File: config.mk
export PLATFORM = sky130hd
export DESIGN_NAME = pix_gain_offset
export DESIGN_NICKNAME = d
export VERILOG_FILES = /design/src/shared/pgo_pkg.sv /design/src/hdl/pix_gain_offset.sv /design/src/hdl/pix_skid.sv
export SDC_FILE = /design/constraint.sdc
export NUM_CORES = 1
export LEC_CHECK = 0
export BUFFER_PORTS_ARGS = -buffer_cell sky130_fd_sc_hd__buf_2
export CAP_MARGIN = 30
export CELL_PAD_IN_SITES_DETAIL_PLACEMENT = 1
export CELL_PAD_IN_SITES_GLOBAL_PLACEMENT = 1
export CORE_ASPECT_RATIO = 0.9
export CORE_MARGIN = 2
export CORE_UTILIZATION = 51
export DETAILED_ROUTE_END_ITERATION = 12
export GPL_ROUTABILITY_DRIVEN = 0
export PLACE_DENSITY_LB_ADDON = 0.1
export SLEW_MARGIN = 20
export SYNTH_ARGS = -nofsm -noshare
export SYNTH_HDL_FRONTEND = slang
export SYNTH_SLANG_ARGS = --single-unit
File: constraint.sdc
create_clock -name CLK -period 22.7 [get_ports CLK]
set_input_delay 4.54 -clock CLK [delete_from_list [all_inputs] [get_ports CLK]]
set_output_delay 4.54 -clock CLK [all_outputs]
set_load 0.01 [all_outputs]
File: src/shared/pgo_pkg.sv
// ----------------------------------------------------------------------
// Register map, field layout and timing of the gain and offset stage
// ----------------------------------------------------------------------
package pgo_pkg;

    // Clock rate of the stage in MHz.
    localparam int CLK_MHZ = 25;

    // Register byte addresses.
    localparam logic [7:0] ADDR_CTRL = 8'h00;
    localparam logic [7:0] ADDR_GAIN_RAW = 8'h04;
    localparam logic [7:0] ADDR_GAIN_ABS = 8'h08;
    localparam logic [7:0] ADDR_OFFS_RAW = 8'h0c;
    localparam logic [7:0] ADDR_OFFS_ABS = 8'h10;
    localparam logic [7:0] ADDR_STATUS = 8'h14;

    // Control and status field positions.
    localparam int CTRL_DEPTH_LSB = 0;
    localparam int CTRL_PROF_LSB = 2;
    localparam int STAT_LVAL_BIT = 0;
    localparam int STAT_BUSY_BIT = 1;
    localparam int STAT_RANGE_BIT = 2;

    // Output bit-depth encodings.
    localparam logic [1:0] DEPTH_8B = 2'h0;
    localparam logic [1:0] DEPTH_10B = 2'h1;
    localparam logic [1:0] DEPTH_12B = 2'h2;
    localparam logic [1:0] DEPTH_RESET = DEPTH_12B;

    // Line-valid delay profiles.
    localparam logic [1:0] PROF_SINGLE_40 = 2'h0;
    localparam logic [1:0] PROF_DUAL_40 = 2'h1;
    localparam logic [1:0] PROF_DUAL_80 = 2'h2;
    localparam logic [1:0] PROF_RESET = PROF_SINGLE_40;

    // Gain settings; unity is 4096, so the product is shifted by 12.
    localparam logic [13:0] GAIN_RESET = 14'h1000;
    localparam logic [13:0] GAIN_MIN = 14'h0aab;
    localparam logic [13:0] GAIN_MAX_8B = 14'h3fff;
    localparam logic [13:0] GAIN_MAX_10B = 14'h2000;
    localparam logic [13:0] GAIN_MAX_12B = 14'h1800;
    localparam int GAIN_SHIFT = 12;

    // Absolute gain range in whole decibels.
    localparam logic signed [7:0] DB_MIN = -8'sh03;
    localparam logic signed [7:0] DB_MAX = 8'sh0c;

    // Offset settings and the units per output count of each mode.
    localparam logic signed [12:0] OFFS_RESET = 13'sh0000;
    localparam logic signed [12:0] OFFS_LIM_8B = 13'sh00ff;
    localparam logic signed [12:0] OFFS_LIM_10B = 13'sh03ff;
    localparam logic signed [12:0] OFFS_LIM_12B = 13'sh0fff;
    localparam int OFFS_SHIFT_8B = 4;
    localparam int OFFS_SHIFT_10B = 2;

    // Line-valid delay windows in ns and the resulting cycle counts.
    localparam int LVD_S40_MIN_NS = 9680;
    localparam int LVD_S40_MAX_NS = 9810;
    localparam int LVD_D40_MIN_NS = 9730;
    localparam int LVD_D40_MAX_NS = 9860;
    localparam int LVD_D80_MIN_NS = 12730;
    localparam int LVD_D80_MAX_NS = 12840;
    localparam int SYNC_LAT_CYC = 2;
    localparam int LVD_S40_CYC =
        (LVD_S40_MIN_NS * CLK_MHZ + 999) / 1000 - SYNC_LAT_CYC;
    localparam int LVD_D40_CYC =
        (LVD_D40_MIN_NS * CLK_MHZ + 999) / 1000 - SYNC_LAT_CYC;
    localparam int LVD_D80_CYC =
        (LVD_D80_MIN_NS * CLK_MHZ + 999) / 1000 - SYNC_LAT_CYC;
    localparam int LVD_S40_MAX_CYC = LVD_S40_MAX_NS * CLK_MHZ / 1000;
    localparam int LVD_D40_MAX_CYC = LVD_D40_MAX_NS * CLK_MHZ / 1000;
    localparam int LVD_D80_MAX_CYC = LVD_D80_MAX_NS * CLK_MHZ / 1000;

endpackage

File: src/hdl/pix_gain_offset.sv
`timescale 1ns/10ps
module pix_gain_offset
    import pgo_pkg::*;
(
    input wire logic CLK,
    input wire logic SYS_RST,
    input wire logic PSEL,
    input wire logic PENABLE,
    input wire logic PWRITE,
    input wire logic [7:0] PADDR,
    input wire logic [31:0] PWDATA,
    output logic [31:0] PRDATA,
    output logic PREADY,
    output logic PSLVERR,
    input wire logic [11:0] PIX_DATA,
    input wire logic PIX_VALID,
    output logic PIX_READY,
    output logic [11:0] VID_DATA,
    output logic VID_VALID,
    input wire logic VID_READY,
    input wire logic LINE_TRIG,
    output logic LINE_VALID
);

    // ------------------------------------------------------------------
    // Clamping helpers
    // ------------------------------------------------------------------
    function automatic logic [13:0] gain_max(input logic [1:0] d);
        gain_max = (d == DEPTH_8B) ? GAIN_MAX_8B :
                   (d == DEPTH_10B) ? GAIN_MAX_10B : GAIN_MAX_12B;
    endfunction

    function automatic logic signed [12:0] offs_lim(input logic [1:0] d);
        offs_lim = (d == DEPTH_8B) ? OFFS_LIM_8B :
                   (d == DEPTH_10B) ? OFFS_LIM_10B : OFFS_LIM_12B;
    endfunction

    function automatic logic [13:0] clamp_gain(input logic [15:0] v,
                                               input logic [1:0] d);
        logic [13:0] mx;
        mx = gain_max(d);
        if (v < {2'h0, GAIN_MIN}) clamp_gain = GAIN_MIN;
        else if (v > {2'h0, mx}) clamp_gain = mx;
        else clamp_gain = v[13:0];
    endfunction

    function automatic logic signed [12:0] clamp_offs(
        input logic signed [20:0] v, input logic [1:0] d);
        logic signed [20:0] lim;
        lim = 21'(offs_lim(d));
        if (v > lim) clamp_offs = lim[12:0];
        else if (v < -lim) clamp_offs = 13'(-lim);
        else clamp_offs = v[12:0];
    endfunction

    // Whole-decibel gain table, rounded 4096 * 10^(dB/20) from -3 dB.
    function automatic logic [15:0] db_to_gain(input logic signed [7:0] db);
        logic [3:0] i;
        i = 4'(db - DB_MIN);
        case (i)
            4'h0: db_to_gain = 16'h0b54;
            4'h1: db_to_gain = 16'h0cb6;
            4'h2: db_to_gain = 16'h0e43;
            4'h3: db_to_gain = 16'h1000;
            4'h4: db_to_gain = 16'h11f4;
            4'h5: db_to_gain = 16'h1425;
            4'h6: db_to_gain = 16'h169a;
            4'h7: db_to_gain = 16'h195c;
            4'h8: db_to_gain = 16'h1c74;
            4'h9: db_to_gain = 16'h1fed;
            4'ha: db_to_gain = 16'h23d2;
            4'hb: db_to_gain = 16'h2831;
            4'hc: db_to_gain = 16'h2d18;
            4'hd: db_to_gain = 16'h3299;
            4'he: db_to_gain = 16'h38c5;
            default: db_to_gain = 16'h3fb2;
        endcase
    endfunction

    // ------------------------------------------------------------------
    // APB register file
    // ------------------------------------------------------------------
    logic [1:0] depth, next_depth;
    logic [1:0] prof, next_prof;
    logic [13:0] gain, next_gain;
    logic signed [7:0] gain_db, next_gain_db;
    logic signed [12:0] offs, next_offs;
    logic range_err, next_range_err;
    logic [31:0] next_prdata;
    logic next_pready, next_pslverr;
    logic access, wr, mapped;
    logic signed [7:0] db_in;
    logic signed [20:0] offs_req;
    logic [15:0] gain_req;
    logic lval, busy;

    // One wait state. A write lands on the edge that samples PREADY
    // high, so a master that abandons the access early changes nothing.
    always_comb begin
        access = PSEL && PENABLE && !PREADY;
        wr = PSEL && PENABLE && PREADY && PWRITE;
        mapped = (PADDR <= ADDR_STATUS) && (PADDR[1:0] == 2'h0);
        next_depth = depth;
        next_prof = prof;
        next_gain = gain;
        next_gain_db = gain_db;
        next_offs = offs;
        next_range_err = range_err;
        db_in = $signed(PWDATA[7:0]);
        gain_req = PWDATA[15:0];
        offs_req = 21'($signed(PWDATA[15:0]));
        if (wr) begin
            case (PADDR)
                ADDR_CTRL: begin
                    next_depth = (PWDATA[1:0] > DEPTH_12B) ? DEPTH_12B :
                                 PWDATA[CTRL_DEPTH_LSB +: 2];
                    next_prof = (PWDATA[3:2] > PROF_DUAL_80) ? PROF_DUAL_80 :
                                PWDATA[CTRL_PROF_LSB +: 2];
                    // A narrower depth tightens the offset limit and widens the gain limit on stored values.
                    next_gain = clamp_gain({2'h0, gain}, next_depth);
                    next_offs = clamp_offs(21'(offs), next_depth);
                end
                ADDR_GAIN_RAW: begin
                    next_gain = clamp_gain(gain_req, depth);
                    next_range_err = (16'(next_gain) != gain_req);
                end
                ADDR_GAIN_ABS: begin
                    next_gain_db = (db_in < DB_MIN) ? DB_MIN :
                                   (db_in > DB_MAX) ? DB_MAX : db_in;
                    next_gain = clamp_gain(db_to_gain(next_gain_db),
                                           depth);
                    next_range_err = (next_gain_db != db_in) ||
                        (16'(next_gain) != db_to_gain(next_gain_db));
                end
                ADDR_OFFS_RAW: begin
                    next_offs = clamp_offs(offs_req, depth);
                    next_range_err = (21'(next_offs) != offs_req);
                end
                ADDR_OFFS_ABS: begin
                    // Counts scale to raw units of the active depth.
                    if (depth == DEPTH_8B) begin
                        offs_req = offs_req <<< OFFS_SHIFT_8B;
                    end else if (depth == DEPTH_10B) begin
                        offs_req = offs_req <<< OFFS_SHIFT_10B;
                    end
                    next_offs = clamp_offs(offs_req, depth);
                    next_range_err = (21'(next_offs) != offs_req);
                end
                default: begin
                end
            endcase
            // A status write with the range bit set clears the flag; an error on any other write sets it.
            if (PADDR == ADDR_STATUS && PWDATA[STAT_RANGE_BIT]) begin
                next_range_err = 1'b0;
            end else if (PADDR != ADDR_STATUS && next_range_err) begin
                next_range_err = 1'b1;
            end else begin
                next_range_err = range_err;
            end
        end
        next_pready = access;
        next_pslverr = access && !mapped;
        next_prdata = 32'h0;
        if (access && !PWRITE) begin
            case (PADDR)
                ADDR_CTRL: next_prdata = {28'h0, prof, depth};
                ADDR_GAIN_RAW: next_prdata = {18'h0, gain};
                ADDR_GAIN_ABS: next_prdata = 32'(gain_db);
                ADDR_OFFS_RAW: next_prdata = 32'(offs);
                ADDR_OFFS_ABS: next_prdata = (depth == DEPTH_8B) ?
                    32'(offs >>> OFFS_SHIFT_8B) : (depth == DEPTH_10B) ?
                    32'(offs >>> OFFS_SHIFT_10B) : 32'(offs);
                ADDR_STATUS: next_prdata = {29'h0, range_err, busy, lval};
                default: next_prdata = 32'h0;
            endcase
        end
    end

    // Settings take their defaults on reset.
    always_ff @(posedge CLK) begin
        if (SYS_RST) begin
            depth <= DEPTH_RESET;
            prof <= PROF_RESET;
            gain <= GAIN_RESET;
            gain_db <= 8'sh00;
            offs <= OFFS_RESET;
            range_err <= 1'b0;
            PRDATA <= 32'h0;
            PREADY <= 1'b0;
            PSLVERR <= 1'b0;
        end else begin
            depth <= next_depth;
            prof <= next_prof;
            gain <= next_gain;
            gain_db <= next_gain_db;
            offs <= next_offs;
            range_err <= next_range_err;
            PRDATA <= next_prdata;
            PREADY <= next_pready;
            PSLVERR <= next_pslverr;
        end
    end

    // ------------------------------------------------------------------
    // Pixel datapath
    // ------------------------------------------------------------------
    logic [25:0] prod;
    logic signed [15:0] sum;
    logic [11:0] sat, pix_res;

    // Gain first, then offset in 12-bit units, so the coarse modes see
    // 16 or 4 units per count after the final shift.
    always_comb begin
        prod = 26'(PIX_DATA) * 26'(gain);
        sum = $signed({2'h0, prod[25:GAIN_SHIFT]}) + 16'(offs);
        if (sum < 16'sh0000) sat = 12'h000;
        else if (sum > 16'sh0fff) sat = 12'hfff;
        else sat = sum[11:0];
        case (depth)
            DEPTH_8B: pix_res = sat >> OFFS_SHIFT_8B;
            DEPTH_10B: pix_res = sat >> OFFS_SHIFT_10B;
            default: pix_res = sat;
        endcase
    end

    pix_skid #(
        .WIDTH(12)
    ) u_skid (
        .clk(CLK),
        .rst(SYS_RST),
        .in_data(pix_res),
        .in_valid(PIX_VALID),
        .in_ready(PIX_READY),
        .out_data(VID_DATA),
        .out_valid(VID_VALID),
        .out_ready(VID_READY)
    );

    // ------------------------------------------------------------------
    // Line-valid delay
    // ------------------------------------------------------------------
    typedef enum logic [1:0] {LV_IDLE, LV_WAIT, LV_ACTIVE} lv_state_t;
    lv_state_t lv_state, next_lv_state;
    logic trig_s1, trig_s2, trig_d;
    logic [8:0] cnt, next_cnt, dly;
    logic next_lval;

    // The counts already allow for the two synchroniser stages.
    always_comb begin
        case (prof)
            PROF_DUAL_40: dly = 9'(LVD_D40_CYC);
            PROF_DUAL_80: dly = 9'(LVD_D80_CYC);
            default: dly = 9'(LVD_S40_CYC);
        endcase
        next_lv_state = lv_state;
        next_cnt = cnt;
        next_lval = 1'b0;
        case (lv_state)
            LV_IDLE: begin
                if (trig_s2 && !trig_d) begin
                    next_lv_state = LV_WAIT;
                    next_cnt = dly - 9'h001;
                end
            end
            LV_WAIT: begin
                if (!trig_s2) begin
                    next_lv_state = LV_IDLE;
                end else if (cnt == 9'h000) begin
                    next_lv_state = LV_ACTIVE;
                    next_lval = 1'b1;
                end else begin
                    next_cnt = cnt - 9'h001;
                end
            end
            LV_ACTIVE: begin
                next_lval = trig_s2;
                if (!trig_s2) next_lv_state = LV_IDLE;
            end
            default: next_lv_state = LV_IDLE;
        endcase
    end

    assign lval = LINE_VALID;
    assign busy = (lv_state == LV_WAIT);

    // Registers only; the trigger pin is synchronised first.
    always_ff @(posedge CLK) begin
        if (SYS_RST) begin
            trig_s1 <= 1'b0;
            trig_s2 <= 1'b0;
            trig_d <= 1'b0;
            lv_state <= LV_IDLE;
            cnt <= 9'h000;
            LINE_VALID <= 1'b0;
        end else begin
            trig_s1 <= LINE_TRIG;
            trig_s2 <= trig_s1;
            trig_d <= trig_s2;
            lv_state <= next_lv_state;
            cnt <= next_cnt;
            LINE_VALID <= next_lval;
        end
    end

    // ------------------------------------------------------------------
    // Checks
    // ------------------------------------------------------------------
    logic [8:0] wait_cyc;
    always_ff @(posedge CLK) begin
        if (SYS_RST || lv_state != LV_WAIT) wait_cyc <= 9'h000;
        else wait_cyc <= wait_cyc + 9'h001;
    end
endmodule // pix_gain_offset

File: src/hdl/pix_skid.sv
`timescale 1ns/10ps
// ----------------------------------------------------------------------
// Two-entry skid buffer with registered outputs on both sides
// ----------------------------------------------------------------------
module pix_skid #(
    parameter int WIDTH = 12
) (
    input wire logic clk,
    input wire logic rst,
    input wire logic [WIDTH-1:0] in_data,
    input wire logic in_valid,
    output logic in_ready,
    output logic [WIDTH-1:0] out_data,
    output logic out_valid,
    input wire logic out_ready
);

    logic [WIDTH-1:0] spare_data;
    logic spare_valid;
    logic [WIDTH-1:0] next_out_data;
    logic next_out_valid;
    logic [WIDTH-1:0] next_spare_data;
    logic next_spare_valid;

    // The spare entry catches the word accepted while the output stalls,
    // so ready can be a register and still lose nothing.
    always_comb begin
        next_out_data = out_data;
        next_out_valid = out_valid;
        next_spare_data = spare_data;
        next_spare_valid = spare_valid;
        if (out_ready || !out_valid) begin
            if (spare_valid) begin
                next_out_data = spare_data;
                next_out_valid = 1'b1;
                next_spare_valid = 1'b0;
            end else begin
                next_out_data = in_data;
                next_out_valid = in_valid && in_ready;
            end
        end else if (in_valid && in_ready) begin
            next_spare_data = in_data;
            next_spare_valid = 1'b1;
        end
    end

    // Registers only.
    always_ff @(posedge clk) begin
        if (rst) begin
            out_data <= '0;
            out_valid <= 1'b0;
            spare_data <= '0;
            spare_valid <= 1'b0;
            in_ready <= 1'b1;
        end else begin
            out_data <= next_out_data;
            out_valid <= next_out_valid;
            spare_data <= next_spare_data;
            spare_valid <= next_spare_valid;
            in_ready <= !next_spare_valid;
        end
    end

endmodule // pix_skid

### After elaboration in Yosys (flattened, before gate mapping)

Memories as Yosys holds them, arrays and structs flattened.
Cells that the tools add are included.

* output and inout port bits: 49
* bits in latches: 0
* memory bits (read-only): 448
* memories kept: 2
* register bits after elaboration: 116
* bits in writable memories: 0
* word-level logic and storage cells: 181
* input bits: 60

Memory list
* (name not given): words 16, bits a word 14, read ports 1, clocked after Yosys merged registers in 0, wr ports 0, RTL line pix_gain_offset.sv:60 `case (i)`
* (name not given): words 16, bits a word 14, read ports 1, clocked after Yosys merged registers in 0, wr ports 0, RTL line pix_gain_offset.sv:60

* add/subtract/negate cells: 6
* magnitude comparators: 19
* bitwise gates (word level): 2
* equality and inequality tests: 24
* div/mod/pow operators: 0
* shift-type cells: 0
* multipliers: 1
* muxes and demuxes: 69
* reductions and logical operators: 38

Operator list (number)
* 14-bit 2-to-1 mux: 14
* 32-bit one-hot mux with 6 select lines: 1
* 13-bit 2-to-1 mux: 10
* 12-bit 2-to-1 mux: 9
* 16-bit 2-to-1 mux: 4
* 21-bit 2-to-1 mux: 2
* 12-bit negation with 21-bit output: 2
* 14-bit one-hot mux with 3 select lines: 1
* 13-bit one-hot mux with 3 select lines: 1
* 9-bit one-hot mux with 2 select lines: 2
* 16-bit by 14-bit greater-than comparator with 1-bit output: 2
* 16-bit by 12-bit < comparator with 1-bit output, second input constant: 2
* 14-bit by 16-bit != test with 1-bit output: 2
* 9-bit 2-to-1 mux: 3
* 12-bit by 14-bit multiplier with 26-bit output: 1
* 12-bit one-hot mux with 2 select lines: 1
* 21-bit by 13-bit greater-than comparator with 1-bit output: 1
* 13-bit by 21-bit < comparator with 1-bit output: 1
* 16-bit by 21-bit < comparator with 1-bit output: 1
* 21-bit < comparator: 1
* 13-bit by 21-bit != test with 1-bit output: 1
* 19-bit 2-to-1 mux: 1
* 9-bit by 1-bit subtractor with 9-bit output, second input constant: 2
* 17-bit 2-to-1 mux: 1
* other kinds (43): 93

### Logic depth before layout (Yosys ltp)

An unclocked memory read counts as a cell.

* depth in word-level cells: 19
* mapped depth: 33
* mapped depth without buffers: 31

### By module

Synthesis repeated with hierarchy kept, for this count alone.

* cell total of the unflattened synthesis: 1886
* area total of the unflattened synthesis: 14851.7 um^2

Modules (own cells, without submodules)
* pix_gain_offset: area an instance 13625.6 um^2, cells each 1770, instances 1, seq. area each 1441.4 um^2
* pix_skid: area an instance 1226.2 um^2, cells each 116, instances 1, seq. area each 540.5 um^2

### Least setup slack after synthesis

Ideal clock, no wire load.

* path type: input port to flip-flop
* start point: input PIX_DATA[5]
* end point: register u_skid.spare_data[11]
* required time: 22568 ps
* path slack: 11301 ps
* setup time: 132 ps
* stages: 29
* buffers on the path: 1
* arrival time: 11267 ps
* cells stage by stage: clkbuf_1 nand2_1 fa_1 fa_1 fa_1 inv_1 fa_1 inv_1 fa_1 inv_1 ha_1 o21ai_0 a211oi_1 nor3_1 or2_2 o21ai_0 o21a_1 nor2_1 xnor2_1 ha_1 o21ai_0 nand2b_1 o41ai_1 o311a_1 a21o_1 a21oi_1 nand3_1 o211ai_1 a21oi_1

* word-level cells in the longest chain between the ends: 6
* elaborated cells between the ends (all ways): 7
* those cells by class: add/sub: 1; mul: 1; order compare: 2; mux: 3

RTL lines
* start, declared: RTL line pix_gain_offset.sv:15 `input wire logic [11:0] PIX_DATA,`
* 12-bit by 14-bit multiplier with 26-bit output (*): RTL line pix_gain_offset.sv:214 `prod = 26'(PIX_DATA) * 26'(gain);`
* 15-bit by 13-bit adder with 16-bit output (*): RTL line pix_gain_offset.sv:215 `sum = $signed({2'h0, prod[25:GAIN_SHIFT]}) + 16'(offs);`
* 16-bit by 13-bit greater-than comparator with 1-bit output: RTL line pix_gain_offset.sv:217 `else if (sum > 16'sh0fff) sat = 12'hfff;`
* 12-bit 2-to-1 mux: RTL line pix_gain_offset.sv:217
* 12-bit 2-to-1 mux (*): RTL line pix_gain_offset.sv:216 `if (sum < 16'sh0000) sat = 12'h000;`
* 12-bit one-hot mux with 2 select lines (*): RTL line pix_gain_offset.sv:219 `case (depth)`
* end signal, assigned: RTL line pix_skid.sv:58 `spare_data <= next_spare_data;`
* end, declared: RTL line pix_skid.sv:18 `logic [WIDTH-1:0] spare_data;`

Mark *: on every way between the ends. The rest lies on a longest branch, timed or not.
A chain may end at the register's enable or synchronous reset.

### Worst setup path in the final report

* start point: input PIX_DATA[5]
* end point: register u_skid.out_data[8]

* word-level cells in the longest chain between the ends: 7
* elaborated cells between the ends (all ways): 8
* those cells by class: add/sub: 1; mul: 1; order compare: 2; mux: 4

RTL lines
* 12-bit by 14-bit multiplier with 26-bit output (*): RTL line pix_gain_offset.sv:214
* 15-bit by 13-bit adder with 16-bit output (*): RTL line pix_gain_offset.sv:215
* 16-bit by 13-bit greater-than comparator with 1-bit output: RTL line pix_gain_offset.sv:217
* 12-bit 2-to-1 mux: RTL line pix_gain_offset.sv:217
* 12-bit 2-to-1 mux (*): RTL line pix_gain_offset.sv:216
* 12-bit one-hot mux with 2 select lines (*): RTL line pix_gain_offset.sv:219
* 12-bit 2-to-1 mux (*): RTL line pix_skid.sv:33 `if (spare_valid) begin`
* end signal, assigned: RTL line pix_skid.sv:56 `out_data <= next_out_data;`
* end, declared: RTL line pix_skid.sv:13 `output logic [WIDTH-1:0] out_data,`

Marks and branches as above.

==> impl_metrics.csv <==
group,metric,value,unit
setup_path,cpMaxStageDelayCell,"a21oi_1",
floorplan,std_cell_rows,58,
synthesis,synth-adder-area-share,29.39,%
clocking,cts.htree.levels,3,
synthesis,synth_flop_cell,"dfxtp_1",
synthesis,synth-compound-area-share,21.80,%
synthesis,synth.avg_cell_area,7.723,µm²
min_path,hold_path_startpoint,"gain_db[7]$_SDFFE_PP0P_",
timing,hold_ws,458.3,ps
clocking,cts.sinks,99,
floorplan,fp.dieArea,29840,µm²
timing,worst_slack,10330,ps
place,port_buffers,92,
global_route,antenna_found_initial,4,
power_and_ir_drop,power_density,31.92,nW/µm²
setup_path,path_max_fanout,14,
synthesis,yosysWarnings,0,
routing,wl,46900,µm
routing,drc_errors,0,
place,pre_cts_slack,10010,ps
min_path,hold_depth,2,
synthesis,ys_seq_elements,99,
global_route,grt_max_degree,59,
clocking,clock_tree.buffer_depth,2,
synthesis,synth_area_leader_cell,"fa_1",
finish,drive_gt1_share,8.409,%
min_path,min_to,"gain_db[7]$_SDFFE_PP0P_",
clocking,cts_resized,0,
floorplan,io_pins,109,
routing,ant_nets,0,
synthesis,synth_xor_xnor_area_share,1.930,%
min_path,hold_path.class,"reg2reg",
clocking,cts_buffers,9,
power_and_ir_drop,p_sw,0.0001775,W
synthesis,synthSimpleGateAreaFrac,20.64,%
setup_path,critPathMaxStageDelay,550,ps
setup_path,endpoint_kind,"flip-flop",
setup_path,worst_ep_arrival_time,12590,ps
place,hpwl,35380,µm
clocking,postCtsHoldBufs,0,
synthesis,synth_common_cells,"nand2_1, inv_1, ha_1",
floorplan,die-width,181.9,µm
finish,nets,2191,
power_and_ir_drop,power_frac_comb,29.3,%
setup_path,cp.required,22920,ps
timing,fin_crit,12370,ps
synthesis,yosysMostFrequentCell,"nand2_1",
synthesis,ys_seq_area_share,13.65,%
run,max-cap-violations,0,
timing,skew,15.16,ps
power_and_ir_drop,peakVddDrop,34.83,µV
setup_path,rrSetupSlack,13900,ps
setup_path,r2r-end,"u_skid.out_data[8]$_SDFFE_PP0N_",
clocking,post_cts_buffers,0,
place,dp_cells,2210,
setup_path,cpMostUsedCell,"inv_1",
clocking,cts_tree,"built",
floorplan,die-height,164.1,µm
synthesis,synth_cell_types,82,
setup_path,crit_path_start,"PIX_DATA[5]",
timing,slew_viol_final,0,
global_route,gr-total-overflow,0,
synthesis,synth-edff-count,0,
power_and_ir_drop,seq_power_share,38.3,%
synthesis,synth_top_family_by_area,"adder cells",
global_route,grt_pass1_vias,14470,
synthesis,synth_area_leaders,"fa_1, dfxtp_1, ha_1, nand2_1, inv_1",
power_and_ir_drop,p_total,0.0004868,W
clocking,clk_root_buffer_cell,"clkbuf_16",
timing,slew_headroom,34.83,%
clocking,clk_latency,370,ps
timing,min_period_over_period,54.50,%
routing,vias_per_cell,6.295,
synthesis,syn-num-nets,2209,
power_and_ir_drop,power.leakage,6.864,nW
routing,wl_per_cell,21.02,µm
synthesis,synthCells,1880,
timing,rsz0062_at_grt,"false",
routing,drt-initial-drc-count,1113,
setup_path,r2r_cells,25,
floorplan,start_util,51.97,%
setup_path,cp-start-kind,"input pin",
setup_path,r2r_start,"gain[2]$_SDFFE_PP0P_",
global_route,grt_pass1_wl,75920,µm
finish,post_layout_nonfiller_instances,2231,
synthesis,async_reset_ff_share,0,%
synthesis,synth_area,14520,µm²
timing,tightest_slew,971.0,ps
routing,vias,14040,
synthesis,yosys.area.top_type_share,16.55,%
routing,first_pass_iters,7,
power_and_ir_drop,clockPowerShare,32.3,%
setup_path,crit_type,"in2reg",
floorplan,core-area,27940,µm²
clocking,path_clk_slew,70,ps
finish,areaGrowthSynthToFinish,5.050,%
synthesis,synth.area.mux_share,3.688,%
timing,setup_viol,0,
power_and_ir_drop,p_int,0.0003094,W
timing,tns,0,ps
global_route,track_usage,31.75,%
timing,max_freq,80.84,MHz
timing,hold_viol,0,
power_and_ir_drop,swShare,36.45,%
outcome,status,"finished, final reports clean",
## cell type report
| cell class | count | area [µm²] |
|---|---|---|
| clock inverter | 6 | 55.05 |
| fill | 3537 | 12690 |
| multi-input combinational | 1458 | 11240 |
| tap | 360 | 450.4 |
| inverter | 188 | 705.7 |
| antenna | 4 | 10.01 |
| clock buffer | 10 | 239.0 |
| timing repair buffer | 106 | 563.0 |
| sequential | 99 | 1984 |
## stage by stage
step	utilization, %	area, µm²
final	54.59	15250
after CTS	54.53	15230
after global placement	53.40	14920
after floorplan	-	14520
after global routing	54.58	15250
after detailed placement	53.48	14940
## worst max-delay path, delay by kind of cell
| kind | cells | cell delay [ps] |
|---|---|---|
| buffers and inverters | 6 | 610 |
| XOR/XNOR | 1 | 80 |
| AND/OR/NAND/NOR | 6 | 1370 |
| adder cells (fa/ha/maj) | 7 | 2650 |
| AO/OA/AOI/OAI | 10 | 3350 |
## layer usage
metal,wire length (µm),global-route usage [%]
met1,20920,42.25
met2,22330,54.20
met3,2590,4.678
met4,1061,8.578
met5,0,0
## power by group through the flow
stage | registers [W] | logic [W] | clock network [W]
2_1_floorplan | 0.000190 | 0.0000995 | 0
3_3_place_gp | 0.000190 | 0.000134 | 0
3_5_place_dp | 0.000190 | 0.000140 | 0
4_1_cts | 0.000187 | 0.000141 | 0.000158
5_1_grt | 0.000188 | 0.000159 | 0.000166
6_report | 0.000187 | 0.000143 | 0.000157
## state kept, by name, summed over array words and instances, names as in the netlist, 2 cells and up
name               count
u_skid.out_data       12
depth                  2
u_skid.spare_data     12
lv_state               2
gain_db                8
offs                  13
PRDATA                15
gain                  14
prof                   2
cnt                    9
## placed cells by master, fill, tap and decap left out, types with 10 or more instances in the layout
master | netlist | routed
a211oi_1 | 34 | 34
a21o_1 | 27 | 27
a21oi_1 | 122 | 122
a221oi_1 | 14 | 14
a22oi_1 | 13 | 13
a311oi_1 | 11 | 11
a31oi_1 | 13 | 13
and2_1 | 67 | 67
buf_2 | 4 | 93
buf_4 | 18 | 13
dfxtp_1 | 99 | 97
fa_1 | 120 | 120
ha_1 | 149 | 149
inv_1 | 184 | 184
mux2i_1 | 49 | 49
nand2_1 | 229 | 229
nand2b_1 | 13 | 13
nand3_1 | 23 | 23
nand4_1 | 29 | 29
nor2_1 | 134 | 134
nor2b_1 | 28 | 28
nor3_1 | 35 | 35
nor4_1 | 10 | 10
o211ai_1 | 18 | 18
o21a_1 | 18 | 18
o21ai_0 | 105 | 105
o22ai_1 | 12 | 12
o31ai_1 | 10 | 10
or3_1 | 10 | 10
xnor2_1 | 19 | 19
xor2_1 | 13 | 13
## how the worst max path moves through the flow
stage | end | slack, ps | depth (start not counted)
after floorplan | u_skid.spare_data[11]$_SDFFE_PP0P_ | 11300 | 29
after global placement | u_skid.out_data[8]$_SDFFE_PP0N_ | 10210 | 30
after detailed placement | u_skid.spare_data[8]$_SDFFE_PP0P_ | 10010 | 30
after CTS | u_skid.out_data[8]$_SDFFE_PP0N_ | 10310 | 30
after global routing | u_skid.out_data[11]$_SDFFE_PP0N_ | 9610 | 31
final | u_skid.out_data[8]$_SDFFE_PP0N_ | 10330 | 30
## logic make-up (layout without fill, tap and decap cells)
logic type                 count (synthesis)  in the layout
and+or+nand+nor                          625            625
xor gates and xnor gates                  32             32
other                                      0              4
buffers and inverters                    323            310
AOI/OAI and AO/OA                        480            480
adders and majority gates                269            269
muxes                                     52             52
DFF                                       99             99
(Power assumes the default switching activity.)
